### config.mk
export PLATFORM = sky130hd
export DESIGN_NAME = ilpc_device_flat
export DESIGN_NICKNAME = d
export VERILOG_FILES = /design/src/hdl/ilpc_pkg.sv /design/src/hdl/ilpc_link_if.sv /design/src/hdl/ilpc_device.sv /design/src/flat_wrapper.sv
export VERILOG_INCLUDE_DIRS = /design/src /design/src/hdl
export SDC_FILE = /design/constraint.sdc
export NUM_CORES = 1
export LEC_CHECK = 0
export BUFFER_PORTS_ARGS = -buffer_cell sky130_fd_sc_hd__buf_4
export CAP_MARGIN = 20
export CORE_ASPECT_RATIO = 2
export CORE_MARGIN = 3
export CORE_UTILIZATION = 40
export CTS_BUF_LIST = sky130_fd_sc_hd__clkbuf_4 sky130_fd_sc_hd__clkbuf_8
export CTS_CLUSTER_DIAMETER = 100
export DETAILED_ROUTE_END_ITERATION = 6
export SETUP_SLACK_MARGIN = 0.4
export SYNTH_ARGS = -nofsm -noshare
export SYNTH_HDL_FRONTEND = slang
export SYNTH_SLANG_ARGS = --single-unit
### constraint.sdc
create_clock -name clk -period 2.1 [get_ports clk]
set_input_delay 0.105 -clock clk [delete_from_list [all_inputs] [get_ports clk]]
set_output_delay 0.105 -clock clk [all_outputs]
set_load 0.1 [all_outputs]
### src/hdl/ilpc_regs.svh
`ifndef ILPC_REGS_SVH
`define ILPC_REGS_SVH
// ****************************************
// idle request framing
// ****************************************
`define ILPC_CMD_IDLE 8'h07
`define ILPC_IDLE_LEN 8'h0e
`define ILPC_IDLE_LAST 4'hd
`define ILPC_EXTRA_FIRST 4'h7
`define ILPC_SLEEP_EXTRA_IDX 4'h8
`define ILPC_RES_OK 8'h00
`define ILPC_RES_LEN1 8'h01
`define ILPC_ERR_LEN 8'h82
`define ILPC_ERR_LEN0 8'h00
// ****************************************
// wake sources and settings
// ****************************************
`define ILPC_WS_FIELD 8'h04
`define ILPC_WS_PIN 8'h08
`define ILPC_WS_FIELD_BIT 2
`define ILPC_WS_FIELD_ALT_BIT 1
`define ILPC_WS_PIN_BIT 3
`define ILPC_ENTRY_HIBERNATE 16'h0400
`define ILPC_ENTRY_SLEEP_FD 16'h0142
`define ILPC_ENTRY_SLEEP 16'h0100
`define ILPC_WAKE_HIBERNATE 16'h0400
`define ILPC_WAKE_SLEEP 16'h3800
`define ILPC_LEAVE_DEFAULT 16'h1800
`define ILPC_EXTRA_DEFAULT 8'h60
// ****************************************
// timing
// ****************************************
`define ILPC_CLK_PERIOD_NS 5
`define ILPC_T3_NS 6000000
`define ILPC_WAKE_PULSE_CYC 8
// ****************************************
// host register offsets and fields
// ****************************************
`define ILPC_OFF_CTRL 8'h00
`define ILPC_OFF_WSRC 8'h04
`define ILPC_OFF_ENTRY 8'h08
`define ILPC_OFF_WAKE 8'h0c
`define ILPC_OFF_LEAVE 8'h10
`define ILPC_OFF_EXTRA 8'h14
`define ILPC_OFF_STATUS 8'h18
`define ILPC_OFF_IRQ_STAT 8'h1c
`define ILPC_OFF_IRQ_MASK 8'h20
`define ILPC_CTRL_SEND_BIT 0
`define ILPC_CTRL_PULSE_BIT 1
`define ILPC_IRQ_REPLY_BIT 0
`define ILPC_IRQ_ERROR_BIT 1
`endif

### src/hdl/ilpc_pkg.sv
package ilpc_pkg;
  typedef enum logic [2:0] {
    DEV_PWRUP, DEV_START, DEV_READY, DEV_LEN, DEV_DATA, DEV_SKIP, DEV_WAIT
  } ilpc_dev_state_e;
  typedef enum logic [1:0] {
    HST_IDLE, HST_SEND, HST_WAIT
  } ilpc_host_state_e;
  typedef logic [7:0] ilpc_byte_t;
endpackage

### src/hdl/ilpc_link_if.sv
`timescale 1ns/100ps
`default_nettype none
interface ilpc_link_if;
  logic hToDValid;
  logic [7:0] hToDData;
  logic dToHValid;
  logic [7:0] dToHData;
  logic wakeReqN;
  modport dev (input hToDValid, input hToDData, input wakeReqN,
    output dToHValid, output dToHData);
  modport host (output hToDValid, output hToDData, output wakeReqN,
    input dToHValid, input dToHData);
endinterface
`default_nettype wire

### src/hdl/ilpc_device.sv
// The register addresses and strobed register access are this design's own decisions.
`timescale 1ns/100ps
`default_nettype none
`include "ilpc_regs.svh"
module ilpc_device
  import ilpc_pkg::*;
#(
  parameter int unsigned STARTUP_CYCLES = `ILPC_T3_NS / `ILPC_CLK_PERIOD_NS
) (
  input wire logic clk,
  input wire logic rst,
  ilpc_link_if.dev link,
  input wire logic fieldPresent,
  output logic hostReady,
  output logic lowPower,
  output logic hibernate,
  output logic fieldDetOn,
  output logic [7:0] wakeSource,
  output logic [15:0] entrySetting,
  output logic [15:0] wakeSetting,
  output logic [15:0] leaveSetting,
  output logic [55:0] extraParams
);
  // ****************************************
  // pin synchronisers
  // ****************************************
  logic pinMeta_reg, pinSync_reg, pinPrev_reg;
  logic fieldMeta_reg, fieldSync_reg;
  logic pinPulse;

  always_ff @(posedge clk) begin
    if (rst) begin
      pinMeta_reg <= 1'b1;
      pinSync_reg <= 1'b1;
      pinPrev_reg <= 1'b1;
    end else begin
      pinMeta_reg <= link.wakeReqN;
      pinSync_reg <= pinMeta_reg;
      pinPrev_reg <= pinSync_reg;
    end
  end

  always_ff @(posedge clk) begin
    if (rst) begin
      fieldMeta_reg <= 1'b0;
      fieldSync_reg <= 1'b0;
    end else begin
      fieldMeta_reg <= fieldPresent;
      fieldSync_reg <= fieldMeta_reg;
    end
  end

  // low pulse counted on its rising end
  assign pinPulse = pinSync_reg & ~pinPrev_reg;

  // ****************************************
  // request parser
  // ****************************************
  ilpc_dev_state_e state_reg;
  logic [7:0] cmd_reg;
  logic [7:0] left_reg;
  logic [3:0] idx_reg;
  logic [20:0] startCnt_reg;
  logic hib_reg;
  ilpc_byte_t data_reg [0:13];
  logic fieldEn, pinEn, wakeByPin, wakeByField;
  logic loadErr, loadWake;
  logic [7:0] wakeFlag;

  // both printed bit spellings of the field source are honoured
  assign fieldEn = data_reg[0][`ILPC_WS_FIELD_BIT] |
    data_reg[0][`ILPC_WS_FIELD_ALT_BIT];
  assign pinEn = data_reg[0][`ILPC_WS_PIN_BIT];
  assign wakeByPin = pinPulse & (pinEn | hib_reg);
  assign wakeByField = fieldSync_reg & fieldEn & ~hib_reg;
  // pin wins when both arrive together
  assign wakeFlag = wakeByPin ? `ILPC_WS_PIN : `ILPC_WS_FIELD;

  always_comb begin
    loadErr = 1'b0;
    loadWake = 1'b0;
    case (state_reg)
      DEV_LEN: begin
        loadErr = link.hToDValid && cmd_reg == `ILPC_CMD_IDLE &&
          link.hToDData != `ILPC_IDLE_LEN && link.hToDData == 8'h00;
      end
      DEV_SKIP: begin
        loadErr = link.hToDValid && left_reg == 8'h01 &&
          cmd_reg == `ILPC_CMD_IDLE;
      end
      DEV_WAIT: begin
        loadWake = wakeByPin | wakeByField;
      end
      default: begin
        loadErr = 1'b0;
      end
    endcase
  end

  always_ff @(posedge clk) begin
    if (rst) begin
      state_reg <= DEV_PWRUP;
      cmd_reg <= 8'h00;
      left_reg <= 8'h00;
      idx_reg <= 4'h0;
      startCnt_reg <= 21'h000000;
    end else begin
      case (state_reg)
        DEV_PWRUP: begin
          if (pinPulse) begin
            state_reg <= DEV_START;
            startCnt_reg <= 21'h000000;
          end
        end
        DEV_START: begin
          if (startCnt_reg == 21'(STARTUP_CYCLES - 1)) begin
            state_reg <= DEV_READY;
          end else begin
            startCnt_reg <= startCnt_reg + 21'h000001;
          end
        end
        DEV_READY: begin
          if (link.hToDValid) begin
            cmd_reg <= link.hToDData;
            state_reg <= DEV_LEN;
          end
        end
        DEV_LEN: begin
          if (link.hToDValid) begin
            left_reg <= link.hToDData;
            idx_reg <= 4'h0;
            if (cmd_reg == `ILPC_CMD_IDLE && link.hToDData == `ILPC_IDLE_LEN) begin
              state_reg <= DEV_DATA;
            end else if (link.hToDData == 8'h00) begin
              state_reg <= DEV_READY;
            end else begin
              // other commands and bad lengths are drained, not decoded
              state_reg <= DEV_SKIP;
            end
          end
        end
        DEV_SKIP: begin
          if (link.hToDValid) begin
            left_reg <= left_reg - 8'h01;
            if (left_reg == 8'h01) begin
              state_reg <= DEV_READY;
            end
          end
        end
        DEV_DATA: begin
          if (link.hToDValid) begin
            idx_reg <= idx_reg + 4'h1;
            if (idx_reg == `ILPC_IDLE_LAST) begin
              state_reg <= DEV_WAIT;
            end
          end
        end
        DEV_WAIT: begin
          if (loadWake) begin
            state_reg <= DEV_READY;
          end
        end
        default: begin
          state_reg <= DEV_PWRUP;
        end
      endcase
    end
  end

  // ****************************************
  // request storage
  // ****************************************
  always_ff @(posedge clk) begin
    if (rst) begin
      for (int i = 0; i < 14; i++) begin
        data_reg[i] <= 8'h00;
      end
      data_reg[5] <= 8'(`ILPC_LEAVE_DEFAULT >> 8);
    end else if (state_reg == DEV_DATA && link.hToDValid) begin
      data_reg[idx_reg] <= link.hToDData;
    end
  end

  always_ff @(posedge clk) begin
    if (rst) begin
      hib_reg <= 1'b0;
    end else if (state_reg == DEV_DATA && link.hToDValid && idx_reg == 4'h2) begin
      hib_reg <= {data_reg[1], link.hToDData} == `ILPC_ENTRY_HIBERNATE;
    end
  end

  // ****************************************
  // reply sender
  // ****************************************
  logic [1:0] txLeft_reg;
  ilpc_byte_t txBuf_reg [0:2];
  logic txValid_reg;
  logic [7:0] txData_reg;

  always_ff @(posedge clk) begin
    if (rst) begin
      txLeft_reg <= 2'd0;
      txBuf_reg[0] <= 8'h00;
      txBuf_reg[1] <= 8'h00;
      txBuf_reg[2] <= 8'h00;
      txValid_reg <= 1'b0;
      txData_reg <= 8'h00;
    end else begin
      txValid_reg <= 1'b0;
      if (loadErr) begin
        txBuf_reg[0] <= `ILPC_ERR_LEN;
        txBuf_reg[1] <= `ILPC_ERR_LEN0;
        txLeft_reg <= 2'd2;
      end else if (loadWake) begin
        txBuf_reg[0] <= `ILPC_RES_OK;
        txBuf_reg[1] <= `ILPC_RES_LEN1;
        txBuf_reg[2] <= wakeFlag;
        txLeft_reg <= 2'd3;
      end else if (txLeft_reg != 2'd0) begin
        txValid_reg <= 1'b1;
        txData_reg <= txBuf_reg[0];
        txBuf_reg[0] <= txBuf_reg[1];
        txBuf_reg[1] <= txBuf_reg[2];
        txLeft_reg <= txLeft_reg - 2'd1;
      end
    end
  end

  assign link.dToHValid = txValid_reg;
  assign link.dToHData = txData_reg;

  // ****************************************
  // status and resource outputs
  // ****************************************
  logic ready_reg, low_reg, hibOut_reg, fdOn_reg;

  always_ff @(posedge clk) begin
    if (rst) begin
      ready_reg <= 1'b0;
      low_reg <= 1'b1;
      hibOut_reg <= 1'b0;
      fdOn_reg <= 1'b0;
    end else begin
      ready_reg <= state_reg != DEV_PWRUP && state_reg != DEV_START &&
        state_reg != DEV_WAIT;
      low_reg <= state_reg == DEV_PWRUP || state_reg == DEV_WAIT;
      hibOut_reg <= state_reg == DEV_WAIT && hib_reg;
      // detector powered in sleep only when it may wake us
      fdOn_reg <= state_reg == DEV_WAIT ? (fieldEn & ~hib_reg) : 1'b1;
    end
  end

  assign hostReady = ready_reg;
  assign lowPower = low_reg;
  assign hibernate = hibOut_reg;
  assign fieldDetOn = fdOn_reg;
  assign wakeSource = data_reg[0];
  assign entrySetting = {data_reg[1], data_reg[2]};
  assign wakeSetting = {data_reg[3], data_reg[4]};
  assign leaveSetting = {data_reg[5], data_reg[6]};
  assign extraParams = {data_reg[7], data_reg[8], data_reg[9], data_reg[10],
    data_reg[11], data_reg[12], data_reg[13]};
endmodule
`default_nettype wire

### src/flat_wrapper.sv
// flat-port wrapper written by rule: the top's interface ports become plain ports
module ilpc_device_flat import ilpc_pkg::*;
#(
  parameter int unsigned STARTUP_CYCLES = `ILPC_T3_NS / `ILPC_CLK_PERIOD_NS
)
  (clk, rst, fieldPresent, hostReady, lowPower, hibernate, fieldDetOn, wakeSource, entrySetting, wakeSetting, leaveSetting, extraParams, link_hToDValid, link_hToDData, link_wakeReqN, link_dToHValid, link_dToHData);
  ilpc_link_if link_i ();
  input wire logic clk;
  input wire logic rst;
  input wire logic fieldPresent;
  output logic hostReady;
  output logic lowPower;
  output logic hibernate;
  output logic fieldDetOn;
  output logic [7:0] wakeSource;
  output logic [15:0] entrySetting;
  output logic [15:0] wakeSetting;
  output logic [15:0] leaveSetting;
  output logic [55:0] extraParams;
  input wire logic [$bits(link_i.hToDValid)-1:0] link_hToDValid;
  input wire logic [$bits(link_i.hToDData)-1:0] link_hToDData;
  input wire logic [$bits(link_i.wakeReqN)-1:0] link_wakeReqN;
  output wire logic [$bits(link_i.dToHValid)-1:0] link_dToHValid;
  output wire logic [$bits(link_i.dToHData)-1:0] link_dToHData;
  assign link_i.hToDValid = link_hToDValid;
  assign link_i.hToDData = link_hToDData;
  assign link_i.wakeReqN = link_wakeReqN;
  assign link_dToHValid = link_i.dToHValid;
  assign link_dToHData = link_i.dToHData;
  ilpc_device #(.STARTUP_CYCLES(STARTUP_CYCLES)) u_core (.clk(clk), .rst(rst), .link(link_i), .fieldPresent(fieldPresent), .hostReady(hostReady), .lowPower(lowPower), .hibernate(hibernate), .fieldDetOn(fieldDetOn), .wakeSource(wakeSource), .entrySetting(entrySetting), .wakeSetting(wakeSetting), .leaveSetting(leaveSetting), .extraParams(extraParams));
endmodule
==> flow_summary.ini, run 1 <==
[run_status]
outcome = complete, no violations

[floorplanning]
core_area_um2 = 18920
num_rows = 71
dieArea_um2 = 21260
start_util = 0.4111
ios = 138
die_width_um = 104.6
die_height_um = 203.2

[clock_tree]
clockBufferDepth = 2
path_clk_slew_ps = 100
clock_latency_ps = 460
cts_tree = done
cts_buffers = 17
clock_sinks = 182
clock-root-buffer = clkbuf_8
htree_num_levels = 4

[worst_setup_path]
slowest_delay_ps = 560
cpMaxStageDelayCell = or4_4
endpoint_kind = register
cp.required_ps = 2500
r2r_slack_ps = 160
cp-start-kind = register
worst-path-max-fanout = 5
cp_cell_sequence = nand2b_4 -> or4_4 -> a31o_4 -> or4_1 -> a21oi_1
cp.arrival_ps = 2340
worstSetupPathType = register to register

[detailed_routing]
drt_wl_total_mm = 21.82
drc = 0
drt-initial-drc-count = 253
routed_via_density = 5.289
dr.pass1.iters = 4
vias = 6061
wire_per_inst_um = 19.04
ant_nets = 0

[synth]
ys_seq_elements = 182
yosysWarningCount = 0
synth.distinct_cells = 64
syn_inst = 674
synth-main-ff-cell = edfxtp_1
synth_edf_count = 121
yosysSeqAreaShare = 0.6241
syn_area_per_cell_um2 = 11.54
synth_area_um2 = 7779
async_reset_ff_frac = 0

[timing]
maxSlewViolCount = 0
slew_headroom = 0.5900
min_period_over_period = 0.9262
finalSetupViolations = 0
worst_pin_slew_ps = 613.0
hold_violations = 0
finalClockSkew_ps = 17.31
final.min_clock_period_ps = 1945
setup-tns-final_ps = 0
fin_ws_ps = 155.0
fmaxAchievable_ghz = 0.5142
rsz0062_at_grt = true

[placement]
dp_hpwl_mm = 14.91
portBuffers = 134
placedCellCount = 1067
post-place-ws_ps = 38.97
placedInstanceArea_um2 = 9389
place_congestion = 0.8278

[final_layout]
seq_area_um2 = 4880
fin_area_um2 = 11060
syn_to_final_growth_pct = 42.24
multiInputGateArea_um2 = 3572
antenna_cells = 0
stdcell_count = 1146
largest_reg_flops = 112
nets = 899
fillers = 1544
layout-drive-gt1-share = 0.4366

[global_route]
track_usage = 0.1971
grt_pass1_wl_mm = 32.51
grt_overflow_total = 0
grt_pass1_vias = 6140
grt_max_degree = 29
grt_antenna_before_repair = 0

[flow_run]
drv_cap = 0

[hold_path]
hold_class = input pin to register

[power]
p_leak_nw = 4.128
peakVddDrop_mv = 0.4479
p_per_area_nw_per_um2 = 830.2
-- cell usage after synthesis, types with 12 or more instances --
library cell	number	area, um^2
inv_1	14	52.55
nor3_1	19	95.09
or3_1	12	75.07
and2_1	97	606.8
clkbuf_1	30	112.6
nand3_1	15	75.07
a21oi_1	26	130.1
mux2i_1	14	140.1
nand2_1	50	187.7
dfxtp_1	61	1221
edfxtp_1	121	3633
nor2_1	41	153.9
o21ai_0	25	125.1
-- cell families (layout without fill, tap and decap cells) --
logic type / Yosys count / in the layout / share of synthesized area
buf+inv: 57 / 268 / 0.03249
simple gates: 310 / 310 / 0.2255
xor+xnor: 5 / 5 / 0.005631
other cells: 1 / 3 / 0.0004821
flops: 182 / 182 / 0.6241
fa+ha+maj: 8 / 8 / 0.01287
mux: 15 / 15 / 0.01946
compound gates: 96 / 100 / 0.07946
-- worst max-delay path, delay by kind of cell (launching register included) --
family,cells,cell delay (ps)
flops,1,310
compound gates,2,400
simple gates,3,1170
-- metal layers --
metal	share of wire	GRT usage	wire [um]
met1	0.33	0.1780	7214
met4	0.044	0.09855	967
met2	0.59	0.4029	12800
met3	0.038	0.03706	830
met5	0	0	0
-- power by group --
| group | internal (W) | switching (W) | total, W |
|---|---|---|---|
| Clock | 0.00136 | 0.00120 | 0.00256 |
| Combinational | 0.000751 | 0.00171 | 0.00247 |
| Sequential | 0.00404 | 0.000124 | 0.00417 |
-- metrics by stage --
stage               utilization  hold WS, ps  power [W]
floorplan                     -        208.8   0.005820
global placement         0.4962        320.1   0.006200
detailed placement       0.4962        326.4   0.006238
CTS                      0.5503        85.24   0.009053
global route             0.5847        112.5   0.009500
finish                   0.5847        107.2   0.009186
-- final cells by class --
type / instances / area share
clock buffers: 22 / 0.02454
multi-input cells: 441 / 0.3229
repair buffers: 221 / 0.1636
inverters: 15 / 0.005315
flip-flops and latches: 182 / 0.4410
well taps: 255 / 0.02884
clock inverters: 10 / 0.01380
-- final timing paths --
check	from	endpoint	cells past startpoint
min reg2reg	u_core.pinMeta_reg	u_core.pinSync_reg	1
min	link_hToDData[6]	u_core.cmd_reg[6]	3
max reg2reg	u_core.pinPrev_reg	u_core.startCnt_reg[10]	5
max	u_core.pinPrev_reg	u_core.startCnt_reg[10]	5
-- repair_timing --
action	4_1_cts	5_1_grt
buffers inserted	20	17
hold endpoints to repair	17	0
pin swaps	29	29
setup endpoints to repair	248	257
gates resized for setup	79	122
hold buffers	6	0
gates cloned	4	0
-- placed cells by master (no fill, tap or decap), drive strengths merged, types with 12 or more instances in the layout --
master	count
a21oi	26
and2	97
buf	215
clkbuf	22
dfxtp	61
edfxtp	121
inv	16
mux2i	14
nand2	50
nand3	15
nor2	41
nor3	20
o21ai	25
or3	12
(Power assumes the default switching activity.)
==> inputs of run 2 (changes only) <==
Settings changed: CORE_UTILIZATION 40 to 35, MAX_ROUTING_LAYER set to met4.
==> run 2 against run 1 <==
Net effect: clock power fell by 2%; combinational power fell by 5%; global-route usage fell by 2.2 points; via count fell by 2.9%; worst setup slack improved by 50 ps; clock skew fell by 9.2 ps; non-clock buffer count rose by 5; die area rose by 14%; critical path depth fell by 1; fmax rose by 2.7%; largest power group unchanged; highest routed layer unchanged; total power fell by 1.9%.
==> flow_summary.ini, run 2 (synthesis results as in run 1) <==
[run_status]
outcome = complete, no violations

[global_route]
grt_max_degree = 27
grt_pass1_vias = 6037
grt_pass1_wl_mm = 32.07
grt.busiest_layer = met2
gr-usage-met1 = 0.1550
grt_overflow_total = 0
grt_antenna_before_repair = 0
track_usage = 0.1753
grt_use_met3 = 0.03756
grt_util_met2 = 0.3464

[power]
total_power_w = 0.009011
peakVddDrop_mv = 0.5445
p_leak_nw = 4.125
p_per_area_nw_per_um2 = 824.2

[final_layout]
fillers = 1957
syn_to_final_growth_pct = 40.55
antenna_cells = 0
final_common_cell = buf_4
nets = 902
mostFrequentLayoutCells = buf_4, edfxtp_1, and2_1, dfxtp_1, nand2_1
largest_reg_flops = 112
layout-drive-gt1-share = 0.4183

[clock_tree]
clock_sinks = 182
clockBufferDepth = 2
cts_tree = done
clock_latency_ps = 470
htree_num_levels = 4
cts_buffers = 17
path_clk_slew_ps = 90
clock-root-buffer = clkbuf_8

[hold_path]
hold_end = u_core.cmd_reg[6]
holdPathStages = 3
hold_class = input pin to register
min-delay-start = link_hToDData[6]

[placement]
portBuffers = 134
dp_hpwl_mm = 14.76
place_congestion = 0.7909

[detailed_routing]
wire_per_inst_um = 17.86
vias = 5883
ant_nets = 0
routed_via_density = 5.041
drt-initial-drc-count = 258
drt_wl_total_mm = 20.84
dr.pass1.iters = 5
drc = 0

[timing]
rsz0062_at_grt = true
finalSetupViolations = 0
min_period_over_period = 0.9022
final.min_clock_period_ps = 1895
hold_violations = 0
fmaxAchievable_ghz = 0.5278
finalClockSkew_ps = 8.091
maxSlewViolCount = 0
worst_pin_slew_ps = 540.5
setup-tns-final_ps = 0
slew_headroom = 0.6396

[worst_setup_path]
cp.required_ps = 2520
worst-path-max-fanout = 6
r2r_start = u_core.state_reg[2]
worst_r2r_path_depth = 4
worstSetupPathType = register to register
r2r_end = u_core.startCnt_reg[9]
r2r_slack_ps = 210
cp.arrival_ps = 2320
cp-start-kind = register
endpoint_kind = register
crit_start = u_core.state_reg[2]

[floorplanning]
dieArea_um2 = 24160
ios = 138
die_width_um = 111.4
num_rows = 76
start_util = 0.3588
die_height_um = 216.8
core_area_um2 = 21680

[flow_run]
drv_cap = 0
-- run 2: worst max path at each step --
stage	slack, ps	cells after the start	endpoint
CTS	220	6	u_core.startCnt_reg[14]
global placement	170	7	u_core.hib_reg
detailed placement	120	7	u_core.hib_reg
global route	170	5	u_core.startCnt_reg[16]
finish	210	4	u_core.startCnt_reg[9]
floorplan	40	5	u_core.state_reg[1]
-- run 2: power breakdown --
| group | switching (W) | leakage, nW | total (W) | internal, W |
|---|---|---|---|---|
| Sequential | 0.000103 | 1.70 | 0.00414 | 0.00404 |
| Clock | 0.00122 | 0.203 | 0.00252 | 0.00130 |
| Combinational | 0.00166 | 2.22 | 0.00235 | 0.000686 |
-- run 2: routing by layer --
| metal | share of wire | vias up |
|---|---|---|
| li1 | - | 2845 |
| met1 | 0.34 | 2856 |
| met2 | 0.59 | 137 |
| met3 | 0.034 | 45 |
| met4 | 0.038 | 0 |
| met5 | 0 | - |
-- run 2: timing repair --
item / in CTS / in global routing
hold buffers: 5 / 0
pin swaps: 17 / 24
setup endpoints to repair: 250 / 232
resized for setup: 55 / 103
buffers inserted: 18 / 17
gates cloned: 2 / 0
hold endpoints to repair: 19 / 0
-- run 2: stage by stage --
stage / cell area, um^2 / utilization / cells / worst slack (ps) / hold WS (ps)
floorplan: 7946 / - / 676 / 40.07 / 208.8
global placement: 9459 / 0.4363 / 1093 / 165.0 / 318.2
detailed placement: 9459 / 0.4363 / 1093 / 119.8 / 314.7
CTS: 10320 / 0.4759 / 1150 / 217.5 / 46.59
global route: 10930 / 0.5043 / 1167 / 170.0 / 65.19
finish: 10930 / 0.5043 / 1167 / 205.3 / 72.89
-- run 2: layout make-up --
cell class,count,area (um^2),area share
clock inverter,14,182.7,0.01671
clock buffer,18,241.5,0.02209
sequential,182,4878,0.4462
timing repair buffer,226,1858,0.1699
multi-input combinational,439,3372,0.3084
tap,273,341.6,0.03124
inverter,15,58.81,0.005379
-- run 2: critical path: stages (launching register included) --
cell,delay (ps)
dfxtp_4,380
or4_4,570
a31o_4,270
or4_4,490
a21oi_2,140
==> inputs of run 3 (changes only) <==
Settings changed: HOLD_SLACK_MARGIN set to 0.12, SETUP_SLACK_MARGIN 0.4 to unset.
==> run 3 against run 2 <==
Net effect: clock skew rose by 8.3 ps; sequential power barely moved; global-route usage fell by 0.23 points; worst setup slack got worse by 130 ps; hold slack improved by 76 ps; final cell count fell by 1.2%; first-iteration DRC count rose by 0.78%; routed wire length fell by 4.7%; register-to-register slack got worse by 130 ps; sequential share of layout area rose by 4.1 points.
==> flow_summary.ini, run 3 (synthesis results as in run 1) <==
[final_layout]
final_util = 0.4600
syn_to_final_growth_pct = 28.21
layout-drive-gt1-share = 0.2966
multiInputGateArea_um2 = 2713
antenna_cells = 0
fillers = 2088
largest_reg_flops = 112
nets = 888
mostFrequentLayoutCells = buf_4, edfxtp_1, and2_1, dfxtp_1, nand2_1
seq_area_um2 = 4860
final_common_cell = buf_4

[worst_setup_path]
endpoint_kind = register
r2r_start = u_core.state_reg[2]
cp_top_family = simple AND/OR/NAND/NOR gates
cp.required_ps = 2500
path_buf_inv = 1
r2r_slack_ps = 80
cp-start-kind = register
worstSetupPathType = register to register
cpMaxStageDelayCell = or3_4
worst-path-max-fanout = 8
cp.arrival_ps = 2420
r2r_end = u_core.startCnt_reg[18]
worst_r2r_path_depth = 6
cp_cell_sequence = buf_4 -> or3b_4 -> a31oi_1 -> o2111ai_2 -> or3_4 -> a21oi_2
slowest_delay_ps = 440

[timing]
setup-tns-final_ps = 0
hold_violations = 0
worst_pin_slew_ps = 575.4
slew_headroom = 0.6065
rsz0062_at_grt = true
fmaxAchievable_ghz = 0.4950
finalSetupViolations = 0
finalClockSkew_ps = 16.40
final.min_clock_period_ps = 2020
maxSlewViolCount = 0
min_period_over_period = 0.9620

[detailed_routing]
ant_nets = 0
drc = 0
drt_wl_total_mm = 19.86
vias = 5746
wire_per_inst_um = 17.23
dr.pass1.iters = 4
drt-initial-drc-count = 260
routed_via_density = 4.984

[floorplanning]
die_width_um = 111.4
dieArea_um2 = 24160
core_area_um2 = 21680
ios = 138
die_height_um = 216.8
start_util = 0.3588
num_rows = 76

[clock_tree]
clock-root-buffer = clkbuf_8
htree_num_levels = 4
clockBufferDepth = 2
clock_latency_ps = 470
clock_sinks = 182
cts_tree = done
path_clk_slew_ps = 100
cts_buffers = 17

[flow_run]
drv_cap = 0

[hold_path]
holdPathStages = 4
min-delay-start = link_hToDData[0]
hold_class = input pin to register
hold_end = u_core.left_reg[0]

[global_route]
grt_pass1_vias = 5951
grt_antenna_before_repair = 0
grt_pass1_wl_mm = 31.51
track_usage = 0.1729
grt_max_degree = 33
grt_overflow_total = 0

[placement]
place_congestion = 0.8533
portBuffers = 134
dp_hpwl_mm = 14.96

[power]
p_per_area_nw_per_um2 = 854.8
peakVddDrop_mv = 0.4777
p_leak_nw = 3.871

[run_status]
outcome = complete, no violations
## run 3: changes by cell type in the layout (fill, tap and decap cells not counted), moves of 6 or more
cell     before  now
nor2_1       28   41
buf_12        7    0
o21ai_4      11    0
o21ai_1       0    7
nor4b_1       1    7
nand2_1      44   50
dfxtp_2      13    1
buf_6        17    0
nor2_4        8    0
nor3_1       12   18
buf_4       196  206
dfxtp_1      46   59
## run 3: worst max path at each step
stage,depth (start not counted),slack (ps),start,end
2_1_floorplan,4,-140,u_core.state_reg[2],u_core.data_reg[11][0]
3_3_place_gp,5,40,u_core.startCnt_reg[20],u_core.state_reg[1]
3_5_place_dp,5,60,u_core.startCnt_reg[20],u_core.state_reg[1]
4_1_cts,6,20,u_core.state_reg[2],u_core.startCnt_reg[20]
5_1_grt,5,-30,u_core.startCnt_reg[20],u_core.state_reg[1]
6_report,6,80,u_core.state_reg[2],u_core.startCnt_reg[18]
## run 3: tightest hold or removal path, stage by stage
cell and delay, ps:
buf_4 110, buf_4 200, nand2_1 80, a31oi_1 60
## run 3: per-layer routing
metal,routed length [um],GRT usage,up-vias
met3,734,0.03422,35
met5,0,-,-
met2,11830,0.3420,132
li1,-,-,2803
met4,652,0.07755,0
met1,6646,0.1539,2776
## run 3: metrics by stage
step | area [um^2] | total power [W] | instances | worst slack, ps | hold WS [ps]
5_1_grt | 9973 | 0.008861 | 1153 | -25.35 | 140.0
2_1_floorplan | 7786 | 0.005774 | 676 | -143.9 | 208.8
6_report | 9973 | 0.008525 | 1153 | 79.86 | 148.7
3_5_place_dp | 9463 | 0.006316 | 1111 | 57.77 | 298.5
4_1_cts | 9920 | 0.008599 | 1151 | 21.32 | 122.3
3_3_place_gp | 9463 | 0.006304 | 1111 | 36.33 | 298.2
## run 3: what timing repair did
action / CTS / global route
endpoints found under the setup margin: 0 / 51
endpoints found under the hold margin: 33 / 0
hold buffers: 8 / 0
resized for setup: 0 / 12
buffers inserted: 0 / 2
## run 3: final cells by class
| cell class | count | area share |
|---|---|---|
| Clock buffer | 18 | 0.02421 |
| Clock inverter | 14 | 0.01355 |
| Inverter | 15 | 0.005645 |
| Multi-Input combinational cell | 437 | 0.2720 |
| Sequential cell | 182 | 0.4873 |
| Tap cell | 273 | 0.03425 |
| Timing Repair Buffer | 214 | 0.1631 |
## run 3: where the power goes
group | switching, W | total, W | leakage, nW | internal (W)
clock network | 0.00123 | 0.00228 | 0.179 | 0.00105
logic | 0.00154 | 0.00211 | 2.00 | 0.000571
registers | 0.000102 | 0.00414 | 1.69 | 0.00403
